==> src/rtl/csd_pkg.sv <==
// Summary of operation
// source field picks loop, internal, external
// reserved source code acts as loop
// reference divided by 1 to 128
// software keeps divided reference in range
// reference select bit picks internal reference
// internal reference output gated by enable
// internal reference kept in stop conditionally
// bus divider 1,2,4,8, resets to 2
// range bit sets oscillator frequency band
// gain bit sets high gain or low power
// low power bit stops loop when bypassed
// source bit requests crystal or clock input
// external reference output gated by enable
// external reference kept in stop conditionally
// nine operating modes including stop
// debug clock is oscillator core halved
// internal reference has nine trim bits
// no signal leaves the chip
// mode status follows source after sync delay
// lock lost flag sticky, write one clears
// source and divider changes free of runts
package csd_pkg;

  // ----------------------------------------------------------------
  // register map
  // ----------------------------------------------------------------
  localparam logic [2:0] ADDR_CTRL1  = 3'h0;
  localparam logic [2:0] ADDR_CTRL2  = 3'h1;
  localparam logic [2:0] ADDR_STATUS = 3'h2;
  localparam logic [2:0] ADDR_TRIM   = 3'h3;
  localparam logic [2:0] ADDR_FTRIM  = 3'h4;

  localparam logic [7:0] CTRL1_RST = 8'h04;
  localparam logic [7:0] CTRL2_RST = 8'h40;
  localparam logic [7:0] TRIM_RST  = 8'h80;

  // ----------------------------------------------------------------
  // field positions
  // ----------------------------------------------------------------
  localparam int C1_SRC_LO   = 6;
  localparam int C1_REF_DIVIDER_LO  = 3;
  localparam int C1_IREF_SEL = 2;
  localparam int C1_IREF_OEN = 1;
  localparam int C1_IREF_STP = 0;
  localparam int C2_BUS_DIVIDER_LO  = 6;
  localparam int C2_RANGE    = 5;
  localparam int C2_GAIN     = 4;
  localparam int C2_LP       = 3;
  localparam int C2_OSC_SEL  = 2;
  localparam int C2_EREF_OEN = 1;
  localparam int C2_EREF_STP = 0;
  localparam int ST_LOCKLOST = 7;
  localparam int ST_IREF_ST  = 4;
  localparam int ST_MODE_LO  = 2;

  // ----------------------------------------------------------------
  // encodings
  // ----------------------------------------------------------------
  localparam logic [1:0] SRC_LOOP = 2'h0;
  localparam logic [1:0] SRC_INT  = 2'h1;
  localparam logic [1:0] SRC_EXT  = 2'h2;
  localparam logic [1:0] SRC_RSVD = 2'h3;
  localparam logic [1:0] STAT_PLL = 2'h3;

  typedef enum logic [3:0] {
    FLOOP_ENGAGED_INT,
    FLOOP_ENGAGED_EXT,
    FLOOP_BYPASSED_INT,
    FLOOP_BYPASSED_EXT,
    PLOOP_ENGAGED_EXT,
    PLOOP_BYPASSED_EXT,
    LOWPOWER_BYPASS_INT,
    LOWPOWER_BYPASS_EXT,
    MODE_STOP
  } csd_mode_t;

endpackage : csd_pkg

==> src/rtl/csd_clock_ctrl.sv <==
`timescale 1ns/10ps
// clock source select and divider control; all clocks are one-cycle ticks
module csd_clock_ctrl (
  input  wire logic        mclk,
  input  wire logic        rst,
  input  wire logic [2:0]  reg_addr,
  input  wire logic [7:0]  reg_wdata,
  input  wire logic        reg_wr,
  input  wire logic        reg_rd,
  output logic      [7:0]  reg_rdata,
  input  wire logic        fll_tick,
  input  wire logic        pll_tick,
  input  wire logic        int_ref_tick,
  input  wire logic        ext_ref_tick,
  input  wire logic        pll_select,
  input  wire logic        stop_req,
  input  wire logic        lock_lost_evt,
  output logic             sys_clk_tick,
  output logic             ref_div_tick,
  output logic             int_ref_clock_out,
  output logic             ext_ref_clock_out,
  output logic             debug_clock_out,
  output logic             loop_enable,
  output logic             int_ref_run,
  output logic             ext_ref_run,
  output logic             osc_range_high,
  output logic             osc_high_gain,
  output logic             ext_source_osc_sel,
  output logic      [8:0]  int_ref_trim,
  output csd_pkg::csd_mode_t op_mode
);
  import csd_pkg::*;

  // ----------------------------------------------------------------
  // state
  // ----------------------------------------------------------------
  typedef struct packed {
    logic [7:0] ctrl1;
    logic [7:0] ctrl2;
    logic [7:0] trim;
    logic       ftrim;
    logic       lock_lost;
    logic [1:0] cur_src;
    logic [1:0] stat_s1;
    logic [1:0] stat_s2;
    logic       iref_s1;
    logic       iref_s2;
    csd_mode_t  mode;
    csd_mode_t  pre_stop;
    logic       dbg_half;
    logic       dbg_out;
    logic [7:0] rdata;
    logic       iref_out;
    logic       eref_out;
    logic       loop_en;
    logic       iref_run;
    logic       eref_run;
  } csd_st_t;

  csd_st_t st_ff;
  csd_st_t nxt_st;

  logic       bus_at_start;
  logic       sys_src_tick;
  logic       ref_tick;
  logic [1:0] eff_src;
  logic [2:0] ref_divider_code;
  logic [2:0] bus_divider_code;
  logic       wr_ctrl1;
  logic       wr_ctrl2;
  logic       wr_status;

  // ----------------------------------------------------------------
  // helpers
  // ----------------------------------------------------------------
  function automatic logic [1:0] fold_src(input logic [1:0] s);
    return (s == SRC_RSVD) ? SRC_LOOP : s;
  endfunction : fold_src

  function automatic logic is_bypass(input csd_mode_t m);
    return (m == FLOOP_BYPASSED_INT) || (m == FLOOP_BYPASSED_EXT) ||
           (m == PLOOP_BYPASSED_EXT) || (m == LOWPOWER_BYPASS_INT) ||
           (m == LOWPOWER_BYPASS_EXT);
  endfunction : is_bypass

  function automatic logic uses_int(input csd_mode_t m);
    return (m == FLOOP_ENGAGED_INT) || (m == FLOOP_BYPASSED_INT) ||
           (m == LOWPOWER_BYPASS_INT);
  endfunction : uses_int

  function automatic logic uses_ext(input csd_mode_t m);
    return (m == FLOOP_ENGAGED_EXT) || (m == FLOOP_BYPASSED_EXT) ||
           (m == PLOOP_ENGAGED_EXT) || (m == PLOOP_BYPASSED_EXT) ||
           (m == LOWPOWER_BYPASS_EXT);
  endfunction : uses_ext

  // nine modes decoded from source, reference, loop choice and low power
  function automatic csd_mode_t decode_mode(input logic [1:0] src, input logic iref,
                                            input logic pll, input logic lp,
                                            input logic stop);
    csd_mode_t m;
    m = FLOOP_ENGAGED_INT;
    if (stop) begin
      m = MODE_STOP;
    end else if (src == SRC_LOOP) begin
      m = pll ? PLOOP_ENGAGED_EXT : (iref ? FLOOP_ENGAGED_INT : FLOOP_ENGAGED_EXT);
    end else if (src == SRC_INT) begin
      m = lp ? LOWPOWER_BYPASS_INT : FLOOP_BYPASSED_INT;
    end else begin
      m = lp ? LOWPOWER_BYPASS_EXT : (pll ? PLOOP_BYPASSED_EXT : FLOOP_BYPASSED_EXT);
    end
    return m;
  endfunction : decode_mode

  // ----------------------------------------------------------------
  // decode and source muxes
  // ----------------------------------------------------------------
  assign eff_src   = fold_src(st_ff.ctrl1[C1_SRC_LO +: 2]);
  assign ref_divider_code = st_ff.ctrl1[C1_REF_DIVIDER_LO +: 3];
  assign bus_divider_code = {1'b0, st_ff.ctrl2[C2_BUS_DIVIDER_LO +: 2]};
  assign wr_ctrl1  = reg_wr && (reg_addr == ADDR_CTRL1);
  assign wr_ctrl2  = reg_wr && (reg_addr == ADDR_CTRL2);
  assign wr_status = reg_wr && (reg_addr == ADDR_STATUS);

  // reference for the loop; only counted while that reference is running
  assign ref_tick = st_ff.ctrl1[C1_IREF_SEL] ? (int_ref_tick && st_ff.iref_run)
                                             : (ext_ref_tick && st_ff.eref_run);

  // active source tick; the source field switches at a bus divider boundary, pll_select at once
  always_comb begin
    unique case (st_ff.cur_src)
      SRC_INT:  sys_src_tick = int_ref_tick;
      SRC_EXT:  sys_src_tick = ext_ref_tick;
      default:  sys_src_tick = pll_select ? pll_tick : fll_tick;
    endcase
  end

  // ----------------------------------------------------------------
  // dividers
  // ----------------------------------------------------------------
  csd_pow2_div u_ref_div (
    .mclk     (mclk),
    .rst      (rst),
    .tick_in  (ref_tick),
    .code     (ref_divider_code),
    .tick_out (ref_div_tick),
    .at_start ()
  );

  csd_pow2_div u_bus_div (
    .mclk     (mclk),
    .rst      (rst),
    .tick_in  (sys_src_tick),
    .code     (bus_divider_code),
    .tick_out (sys_clk_tick),
    .at_start (bus_at_start)
  );

  // ----------------------------------------------------------------
  // next state
  // ----------------------------------------------------------------
  always_comb begin
    nxt_st       = st_ff;
    nxt_st.rdata = 8'h00;

    // software writes
    if (wr_ctrl1) begin
      nxt_st.ctrl1 = reg_wdata;
    end
    if (wr_ctrl2) begin
      nxt_st.ctrl2 = reg_wdata;
    end
    if (reg_wr && (reg_addr == ADDR_TRIM)) begin
      nxt_st.trim = reg_wdata;
    end
    if (reg_wr && (reg_addr == ADDR_FTRIM)) begin
      nxt_st.ftrim = reg_wdata[0];
    end

    // sticky loss of lock: a new event wins over a same-cycle clear
    if (wr_status && reg_wdata[ST_LOCKLOST] && st_ff.lock_lost) begin
      nxt_st.lock_lost = 1'b0;
    end
    if (lock_lost_evt) begin
      nxt_st.lock_lost = 1'b1;
    end

    // switching only at a period boundary keeps the bus tick free of runts
    if (bus_at_start) begin
      nxt_st.cur_src = eff_src;
    end

    // status lags the switch by two stages
    nxt_st.stat_s1 = ((st_ff.cur_src == SRC_LOOP) && pll_select) ? STAT_PLL : st_ff.cur_src;
    nxt_st.stat_s2 = st_ff.stat_s1;
    nxt_st.iref_s1 = st_ff.ctrl1[C1_IREF_SEL];
    nxt_st.iref_s2 = st_ff.iref_s1;

    // operating mode and the mode held before stop
    nxt_st.mode = decode_mode(st_ff.cur_src, st_ff.ctrl1[C1_IREF_SEL], pll_select,
                              st_ff.ctrl2[C2_LP], stop_req);
    if (st_ff.mode != MODE_STOP) begin
      nxt_st.pre_stop = st_ff.mode;
    end

    // loop is off in stop, and in bypass when low power is asked for
    nxt_st.loop_en = !stop_req &&
                     !(is_bypass(st_ff.mode) && st_ff.ctrl2[C2_LP]);

    // reference enables; in stop only the stop enable can hold them on
    if (stop_req) begin
      nxt_st.iref_run = st_ff.ctrl1[C1_IREF_STP] &&
                        (st_ff.ctrl1[C1_IREF_OEN] || uses_int(st_ff.pre_stop));
      nxt_st.eref_run = st_ff.ctrl2[C2_EREF_STP] &&
                        (st_ff.ctrl2[C2_EREF_OEN] || uses_ext(st_ff.pre_stop));
    end else begin
      nxt_st.iref_run = st_ff.ctrl1[C1_IREF_OEN] || st_ff.ctrl1[C1_IREF_SEL] ||
                        (eff_src == SRC_INT) || uses_int(st_ff.mode);
      nxt_st.eref_run = st_ff.ctrl2[C2_EREF_OEN] || !st_ff.ctrl1[C1_IREF_SEL] ||
                        (eff_src == SRC_EXT) || uses_ext(st_ff.mode);
    end

    // gated reference outputs
    nxt_st.iref_out = int_ref_tick && st_ff.ctrl1[C1_IREF_OEN] && st_ff.iref_run;
    nxt_st.eref_out = ext_ref_tick && st_ff.ctrl2[C2_EREF_OEN] && st_ff.eref_run;

    // debug clock: every second oscillator core tick, in either loop mode
    nxt_st.dbg_out = 1'b0;
    if (fll_tick) begin
      nxt_st.dbg_half = !st_ff.dbg_half;
      nxt_st.dbg_out  = st_ff.dbg_half;
    end

    // read data stands one cycle after the strobe; unmapped reads zero
    if (reg_rd) begin
      unique case (reg_addr)
        ADDR_CTRL1:  nxt_st.rdata = st_ff.ctrl1;
        ADDR_CTRL2:  nxt_st.rdata = st_ff.ctrl2;
        ADDR_STATUS: nxt_st.rdata = {st_ff.lock_lost, 2'b00, st_ff.iref_s2,
                                     st_ff.stat_s2, 2'b00};
        ADDR_TRIM:   nxt_st.rdata = st_ff.trim;
        ADDR_FTRIM:  nxt_st.rdata = {7'h00, st_ff.ftrim};
        default:     nxt_st.rdata = 8'h00;
      endcase
    end
  end

  // ----------------------------------------------------------------
  // registers
  // ----------------------------------------------------------------
  always_ff @(posedge mclk) begin
    if (rst) begin
      st_ff          <= '0;
      st_ff.ctrl1    <= CTRL1_RST;
      st_ff.ctrl2    <= CTRL2_RST;
      st_ff.trim     <= TRIM_RST;
      st_ff.mode     <= FLOOP_ENGAGED_INT;
      st_ff.pre_stop <= FLOOP_ENGAGED_INT;
      st_ff.iref_run <= 1'b1;
    end else begin
      st_ff <= nxt_st;
    end
  end

  // ----------------------------------------------------------------
  // outputs, all internal to the chip
  // ----------------------------------------------------------------
  assign reg_rdata          = st_ff.rdata;
  assign int_ref_clock_out  = st_ff.iref_out;
  assign ext_ref_clock_out  = st_ff.eref_out;
  assign debug_clock_out    = st_ff.dbg_out;
  assign loop_enable        = st_ff.loop_en;
  assign int_ref_run        = st_ff.iref_run;
  assign ext_ref_run        = st_ff.eref_run;
  assign osc_range_high     = st_ff.ctrl2[C2_RANGE];
  assign osc_high_gain      = st_ff.ctrl2[C2_GAIN];
  assign ext_source_osc_sel = st_ff.ctrl2[C2_OSC_SEL];
  assign int_ref_trim       = {st_ff.trim, st_ff.ftrim};
  assign op_mode            = st_ff.mode;
endmodule : csd_clock_ctrl

==> src/rtl/csd_pow2_div.sv <==
`timescale 1ns/10ps
// power-of-two tick divider; a new code is taken only at a count boundary
module csd_pow2_div (
  input  wire logic       mclk,
  input  wire logic       rst,
  input  wire logic       tick_in,
  input  wire logic [2:0] code,
  output logic            tick_out,
  output logic            at_start
);
  import csd_pkg::*;

  typedef struct packed {
    logic [6:0] cnt;
    logic [2:0] code;
    logic       pulse;
  } csd_div_st_t;

  csd_div_st_t st_ff;
  csd_div_st_t nxt_st;

  function automatic logic [6:0] last_count(input logic [2:0] c);
    logic [7:0] full;
    full = (8'h01 << c) - 8'h01;
    return full[6:0];
  endfunction : last_count

  // ----------------------------------------------------------------
  // counter
  // ----------------------------------------------------------------
  // latching the code only at the boundary avoids a runt output period
  always_comb begin
    nxt_st       = st_ff;
    nxt_st.pulse = 1'b0;
    if (st_ff.cnt == 7'h00) begin
      nxt_st.code = code;
    end
    if (tick_in) begin
      if (st_ff.cnt >= last_count((st_ff.cnt == 7'h00) ? code : st_ff.code)) begin
        nxt_st.cnt   = 7'h00;
        nxt_st.pulse = 1'b1;
      end else begin
        nxt_st.cnt = st_ff.cnt + 7'h01;
      end
    end
  end

  always_ff @(posedge mclk) begin
    if (rst) begin
      st_ff <= '0;
    end else begin
      st_ff <= nxt_st;
    end
  end

  assign tick_out = st_ff.pulse;
  assign at_start = (st_ff.cnt == 7'h00);

endmodule : csd_pow2_div

==> config.mk <==
export PLATFORM = sky130hd
export DESIGN_NAME = csd_clock_ctrl
export DESIGN_NICKNAME = d
export VERILOG_FILES = /design/src/rtl/csd_pkg.sv /design/src/rtl/csd_clock_ctrl.sv /design/src/rtl/csd_pow2_div.sv
export SDC_FILE = /design/constraint.sdc
export NUM_CORES = 1
export LEC_CHECK = 0
export BUFFER_PORTS_ARGS = -buffer_cell sky130_fd_sc_hd__buf_2
export CORE_MARGIN = 2
export CORE_UTILIZATION = 30
export CTS_CLUSTER_DIAMETER = 150
export CTS_CLUSTER_SIZE = 30
export DETAILED_ROUTE_END_ITERATION = 6
export PLACE_DENSITY = 0.53
export SYNTH_ARGS = -nofsm -noshare
export SYNTH_HDL_FRONTEND = slang
export SYNTH_SLANG_ARGS = --single-unit
==> constraint.sdc <==
create_clock -name mclk -period 8.2 [get_ports mclk]
set_input_delay 0.41 -clock mclk [delete_from_list [all_inputs] [get_ports mclk]]
set_output_delay 0.41 -clock mclk [all_outputs]
set_load 0.005 [all_outputs]
== Word level (Yosys, flattened, before mapping) ==
Cells that the tools add are included.
W data, S select, Z words.

* Flip-flop bits (word level): 79
* Input port bits: 22
* Output and inout bits: 32
* Word-level logic and storage cells: 144

* $add $sub $neg: 4
* Order comparisons: 2
* Eq/ne operators: 24
* Shift-type cells: 2
* Multiplexer cells: 23
* Bitwise gates (word level): 4
* Reductions and logical operators: 58

{| class="wikitable"
|+ Operators by type and width
! kind !! number
|-
| $pmux W8 S5 || 1
|-
| $eq A4 B3 Y1 const B || 8
|-
| $logic_or A1 B1 Y1 || 24
|-
| $mux W3 || 8
|-
| $logic_and A1 B1 Y1 || 18
|-
| $eq A4 B2 Y1 const B || 4
|-
| $add A7 B1 Y7 const B || 2
|-
| $ge A7 B7 Y1 || 2
|-
| $logic_not A7 Y1 || 2
|-
| $mux W7 || 2
|-
| $shl A1 B3 Y7 const A || 2
|-
| $sub A7 B1 Y7 const B || 2
|-
| $reduce_or A2 Y1 || 5
|-
| $eq A4 B1 Y1 const B || 2
|-
| $logic_not A4 Y1 || 2
|-
| $mux W1 || 7
|-
| $eq A2 B2 Y1 const B || 3
|-
| $eq A3 B2 Y1 const B || 2
|-
| $mux W2 || 3
|-
| $eq A2 B1 Y1 const B || 2
|-
| $logic_not A1 Y1 || 4
|-
| $mux W4 || 1
|-
| $ne A4 B4 Y1 const B || 1
|-
| $not A1 Y1 || 4
|-
| other kinds (6) || 6
|}

== Logic depth before layout (Yosys ltp) ==
* Depth in word-level cells: 8
* Mapped depth: 17
* Depth with buffers taken out: 15

== Hierarchy ==
Synthesis repeated with hierarchy kept, for this count alone.

* Cells, all modules: 433
* Area total of the unflattened synthesis: 4092.7 um^2

{| class="wikitable"
|+ By module, submodules not included
! module !! instances !! cells an instance !! area each (um^2) !! sequential area each (um^2)
|-
| csd_clock_ctrl || 1 || 255 || 2536.2 || 1141.1
|-
| csd_pow2_div || 2 || 89 || 778.2 || 220.2
|}

== Worst setup path before layout ==
No wires, ideal clock.

* Kind: register to register
* From: register u_bus_div.st_ff[4] (netlist bit)
* To: register u_bus_div.st_ff[10] (netlist bit)
* Setup time: 0.074 ns
* Arrival time: 3.225 ns
* Data required time: 8.126 ns
* Setup slack: 4.901 ns
* Cell stages (with the launch flop): 17
* Buffers on the path: 2
* Period minus slack after synthesis: 3.299 ns
* Cells stage by stage: dfxtp_1 inv_1 ha_1 nand3b_1 clkbuf_1 nor3_1 a31oi_1 ha_1 nor3b_1 a21oi_1 ha_1 nand4_1 nor2_1 a211oi_2 buf_6 or4b_1 a31oi_1

* Word-level cells in the longest chain between the ends: 6
* Elaborated cells between the ends (all ways): 7
* Those cells by class: 2 x add/sub; 1 x order compare; 1 x shift; 2 x mux; 1 x reduce/logical

{| class="wikitable"
|+ RTL lines
! item !! RTL line !! source
|-
| start, declared || csd_pow2_div.sv:19 || <nowiki>csd_div_st_t st_ff;</nowiki>
|-
| start signal, assigned || csd_pow2_div.sv:52 || <nowiki>st_ff <= nxt_st;</nowiki>
|-
| $logic_not A7 Y1 || csd_pow2_div.sv:39 || <nowiki>if (st_ff.cnt >= last_count((st_ff.cnt == 7'h00) ? code : st_ff.code)) begin</nowiki>
|-
| $mux W3 || n/a ||
|-
| $shl A1 B3 Y7 || csd_pow2_div.sv:24 || <nowiki>full = (8'h01 << c) - 8'h01;</nowiki>
|-
| $sub A7 B1 Y7 || csd_pow2_div.sv:24 ||
|-
| $ge A7 B7 Y1 || csd_pow2_div.sv:39 ||
|-
| $mux W7 (*) || csd_pow2_div.sv:39 ||
|}

Mark *: on every way between the ends. The rest lies on a longest branch, timed or not.
A chain may end at the register's enable or synchronous reset.

== Worst setup path after layout ==
* From: register u_bus_div.st_ff[6] (netlist bit)
* To: register u_bus_div.st_ff[10] (netlist bit)

Same word-level chain as after synthesis.

==> impl_metrics.tcl <==
set metrics [dict create \
    finalMaxSlewViolations 0 \
    maxCapViolations 0 \
    fin_ws_ps 4300 \
    layout_commonest_cell "dfxtp_1" \
    gp_congestion 0.784 \
    firstDrtPassIters 4 \
    mostFrequentLayoutCells "dfxtp_1 (79), nand2_1 (74), buf_2 (53), nor2_1 (40), a21oi_1 (37)" \
    leakagePower_nw 1.78 \
    cts_buffers 9 \
    finalSetupViolCount 0 \
    yosys.area_share.simple_pct 24.9 \
    min_period_ps 3900 \
    die_h_um 118 \
    powerDensity_mw_per_mm2 239 \
    synthCells 461 \
    rsz0062_at_grt "no" \
    netlist.area_leader.share_pct 40.3 \
    synthMuxAreaShare_pct 6.21 \
    maxSlewHeadroom_pct 33.0 \
    yosys_warnings 0 \
    max_freq_mhz 256 \
    critPathCaptureType "flip-flop" \
    synth_top_area_cell "dfxtp_1" \
    area_delta_synth_final_pct 13.9 \
    vias 3177 \
    antenna_found_initial 1 \
    synth_nets 506 \
    synthArstFlopShare_pct 0 \
    hold_viol 0 \
    antenna_left 0 \
    htreeDepth 3 \
    finalNetCount 530 \
    syn-cell-area_sq_mm 0.00393 \
    synth_edf_count 0 \
    post-route-period-util_pct 47.6 \
    crit_required_ps 8470 \
    synth_cell_types 52 \
    drc 0 \
    peakVddDrop_mv 0.144 \
    synth_area_leaders "dfxtp_1 (40%), ha_1 (7.3%), nand2_1 (7.1%)" \
    initialDrtViolationCount 158 \
    rows 41 \
    dieArea_sq_mm 0.0140 \
    coreArea_sq_mm 0.0127 \
    clk_latency_ps 340 \
    port_buffers 53 \
    wl_per_cell_um 13.8 \
    synth_seq_cells 79 \
    avgSynthCellArea_sq_um 8.52 \
    crit_type "reg -> reg" \
    synth_top_family_by_area "simple AND/OR/NAND/NOR gates" \
    pre_cts_ws_ps 4320 \
    cp_data_arrival_time_ps 4170 \
    yosys.area_share.xor_xnor_pct 2.01 \
    cts_resized 0 \
    drt_wl_total_um 9160 \
    finalClockSkew_ps 6.85 \
    grt_pass1_wl_um 15300 \
    grt_pass1_vias 2974 \
    cts_sinks 79 \
    synth_ff_type "dfxtp_1" \
    die_x_um 118 \
    dp_hpwl_um 6450 \
    overflow 0 \
    root_buffer "clkbuf_16" \
    synth-compound-area-share_pct 11.8 \
    hp-class "in -> reg" \
    cts_setup_buffers 0 \
    final.setup.tns_ps 0 \
    cp_max_fo 15 \
    track_usage_pct 13.7 \
    num_io_pins 54 \
    clock_path_buffers 2 \
    diodes 0 \
    clkTransAtPathRegs_ps 60 \
    worst_pin_slew_ps 997 \
    synthAdderAreaFrac_pct 7.32 \
    holdBufCountCts 0 \
    vias_per_cell 4.80 \
    status "finished clean" \
    drive_gt1_share_pct 16.7 \
    fin_util_pct 35.2 \
    ys_seq_area_share_pct 40.3 \
    start_kind "flip-flop" \
    grt_max_degree 74 \
    initial_core_util_pct 30.9 \
    tritoncts "built" \
]
-- metrics by stage --
stage | hold slack, ps | instances | total power, mW | area [sq um]
floorplan | 414 | 461 | 0.639 | 3930
global placement | 432 | 646 | 0.666 | 4180
detailed placement | 427 | 646 | 0.674 | 4180
CTS | 264 | 662 | 1.09 | 4470
global route | 282 | 662 | 1.13 | 4470
finish | 277 | 662 | 1.07 | 4470
-- sequential cells by signal, indices dropped and copies added, names as in the netlist, 2 cells and up --
| name | count |
|---|---|
| bus_divider_code | 2 |
| u_bus_div.st_ff | 10 |
| nxt_st | 4 |
| op_mode | 4 |
| int_ref_trim | 9 |
| st_ff | 18 |
| u_ref_div.st_ff | 10 |
| ref_divider_code | 3 |
| reg_rdata | 8 |
-- cells by family (layout without fill, tap and decap cells) --
| family | after synthesis | count (layout) |
|---|---|---|
| AND/OR/NAND/NOR | 199 | 199 |
| flip-flops | 79 | 79 |
| AO/OA/AOI/OAI | 77 | 77 |
| buffers and inverters | 55 | 84 |
| adder cells (fa/ha/maj) | 23 | 23 |
| multiplexers | 19 | 19 |
| XOR/XNOR | 9 | 9 |
-- critical path, stage by stage, from the launching register on --
cell and delay, ps:
dfxtp_1 360, nor4_1 290, nand3b_1 490, nor3b_1 350, a31oi_1 70, ha_1 280, a31oi_1 150, a21oi_1 60
a21oi_1 150, ha_1 260, nand4_1 80, nor2_1 60, a211oi_2 590, or4b_1 490, a31oi_1 130
-- layout make-up --
cell class                      count  area, sq um
Timing Repair Buffer               54          273
Inverter                           14         52.6
Clock buffer                       10          229
Clock inverter                      6         68.8
Sequential cell                    79         1580
Multi-Input combinational cell    327         2050
Fill cell                        1355         8250
Tap cell                          172          215
-- final timing paths --
kind,startpoint,slack [ps],cells past startpoint,endpoint
min,lock_lost_evt,280,3,st_ff[31]$_SDFFE_PP0P_
max,u_bus_div.st_ff[6]$_SDFFE_PP0N_,4300,14,u_bus_div.st_ff[10]$_SDFFE_PP0N_
min reg2reg,nxt_st[26]$_SDFF_PP0_,430,1,st_ff[26]$_SDFF_PP0_
max reg2reg,u_bus_div.st_ff[6]$_SDFFE_PP0N_,4300,14,u_bus_div.st_ff[10]$_SDFFE_PP0N_
-- synth_stat cells, drive strengths merged, types with 2 or more instances --
library cell and number:
a211oi 4, nand3b 7, a21oi 37, nand3 11, o21bai 2, or2 2, and3 4, clkbuf 19
ha 23, buf 22, nor2 40, nor3b 8, nand2 74, o21ai 6, mux2 3, mux2i 12
nor3 17, inv 14, mux4 4, a21boi 2, nand4 6, and3b 2, a31oi 14, nand2b 4
xor2 7, dfxtp 79, nor4 3, xnor2 2, or4b 2, nor2b 13
-- power breakdown --
part	switching, mW	leakage, nW	internal (mW)
sequential	0.0162	0.642	0.402
clock	0.169	0.143	0.238
combinational	0.140	0.995	0.105
-- layer usage --
metal / wire length [um] / track usage, % / vias up
met5: 13 / 0 / -
met4: 83 / 4.54 / 2
met3: 463 / 4.44 / 10
met2: 4050 / 21.2 / 80
met1: 4550 / 18.1 / 1459
li1: - / - / 1626
Power figures use the tool's default switching activity.
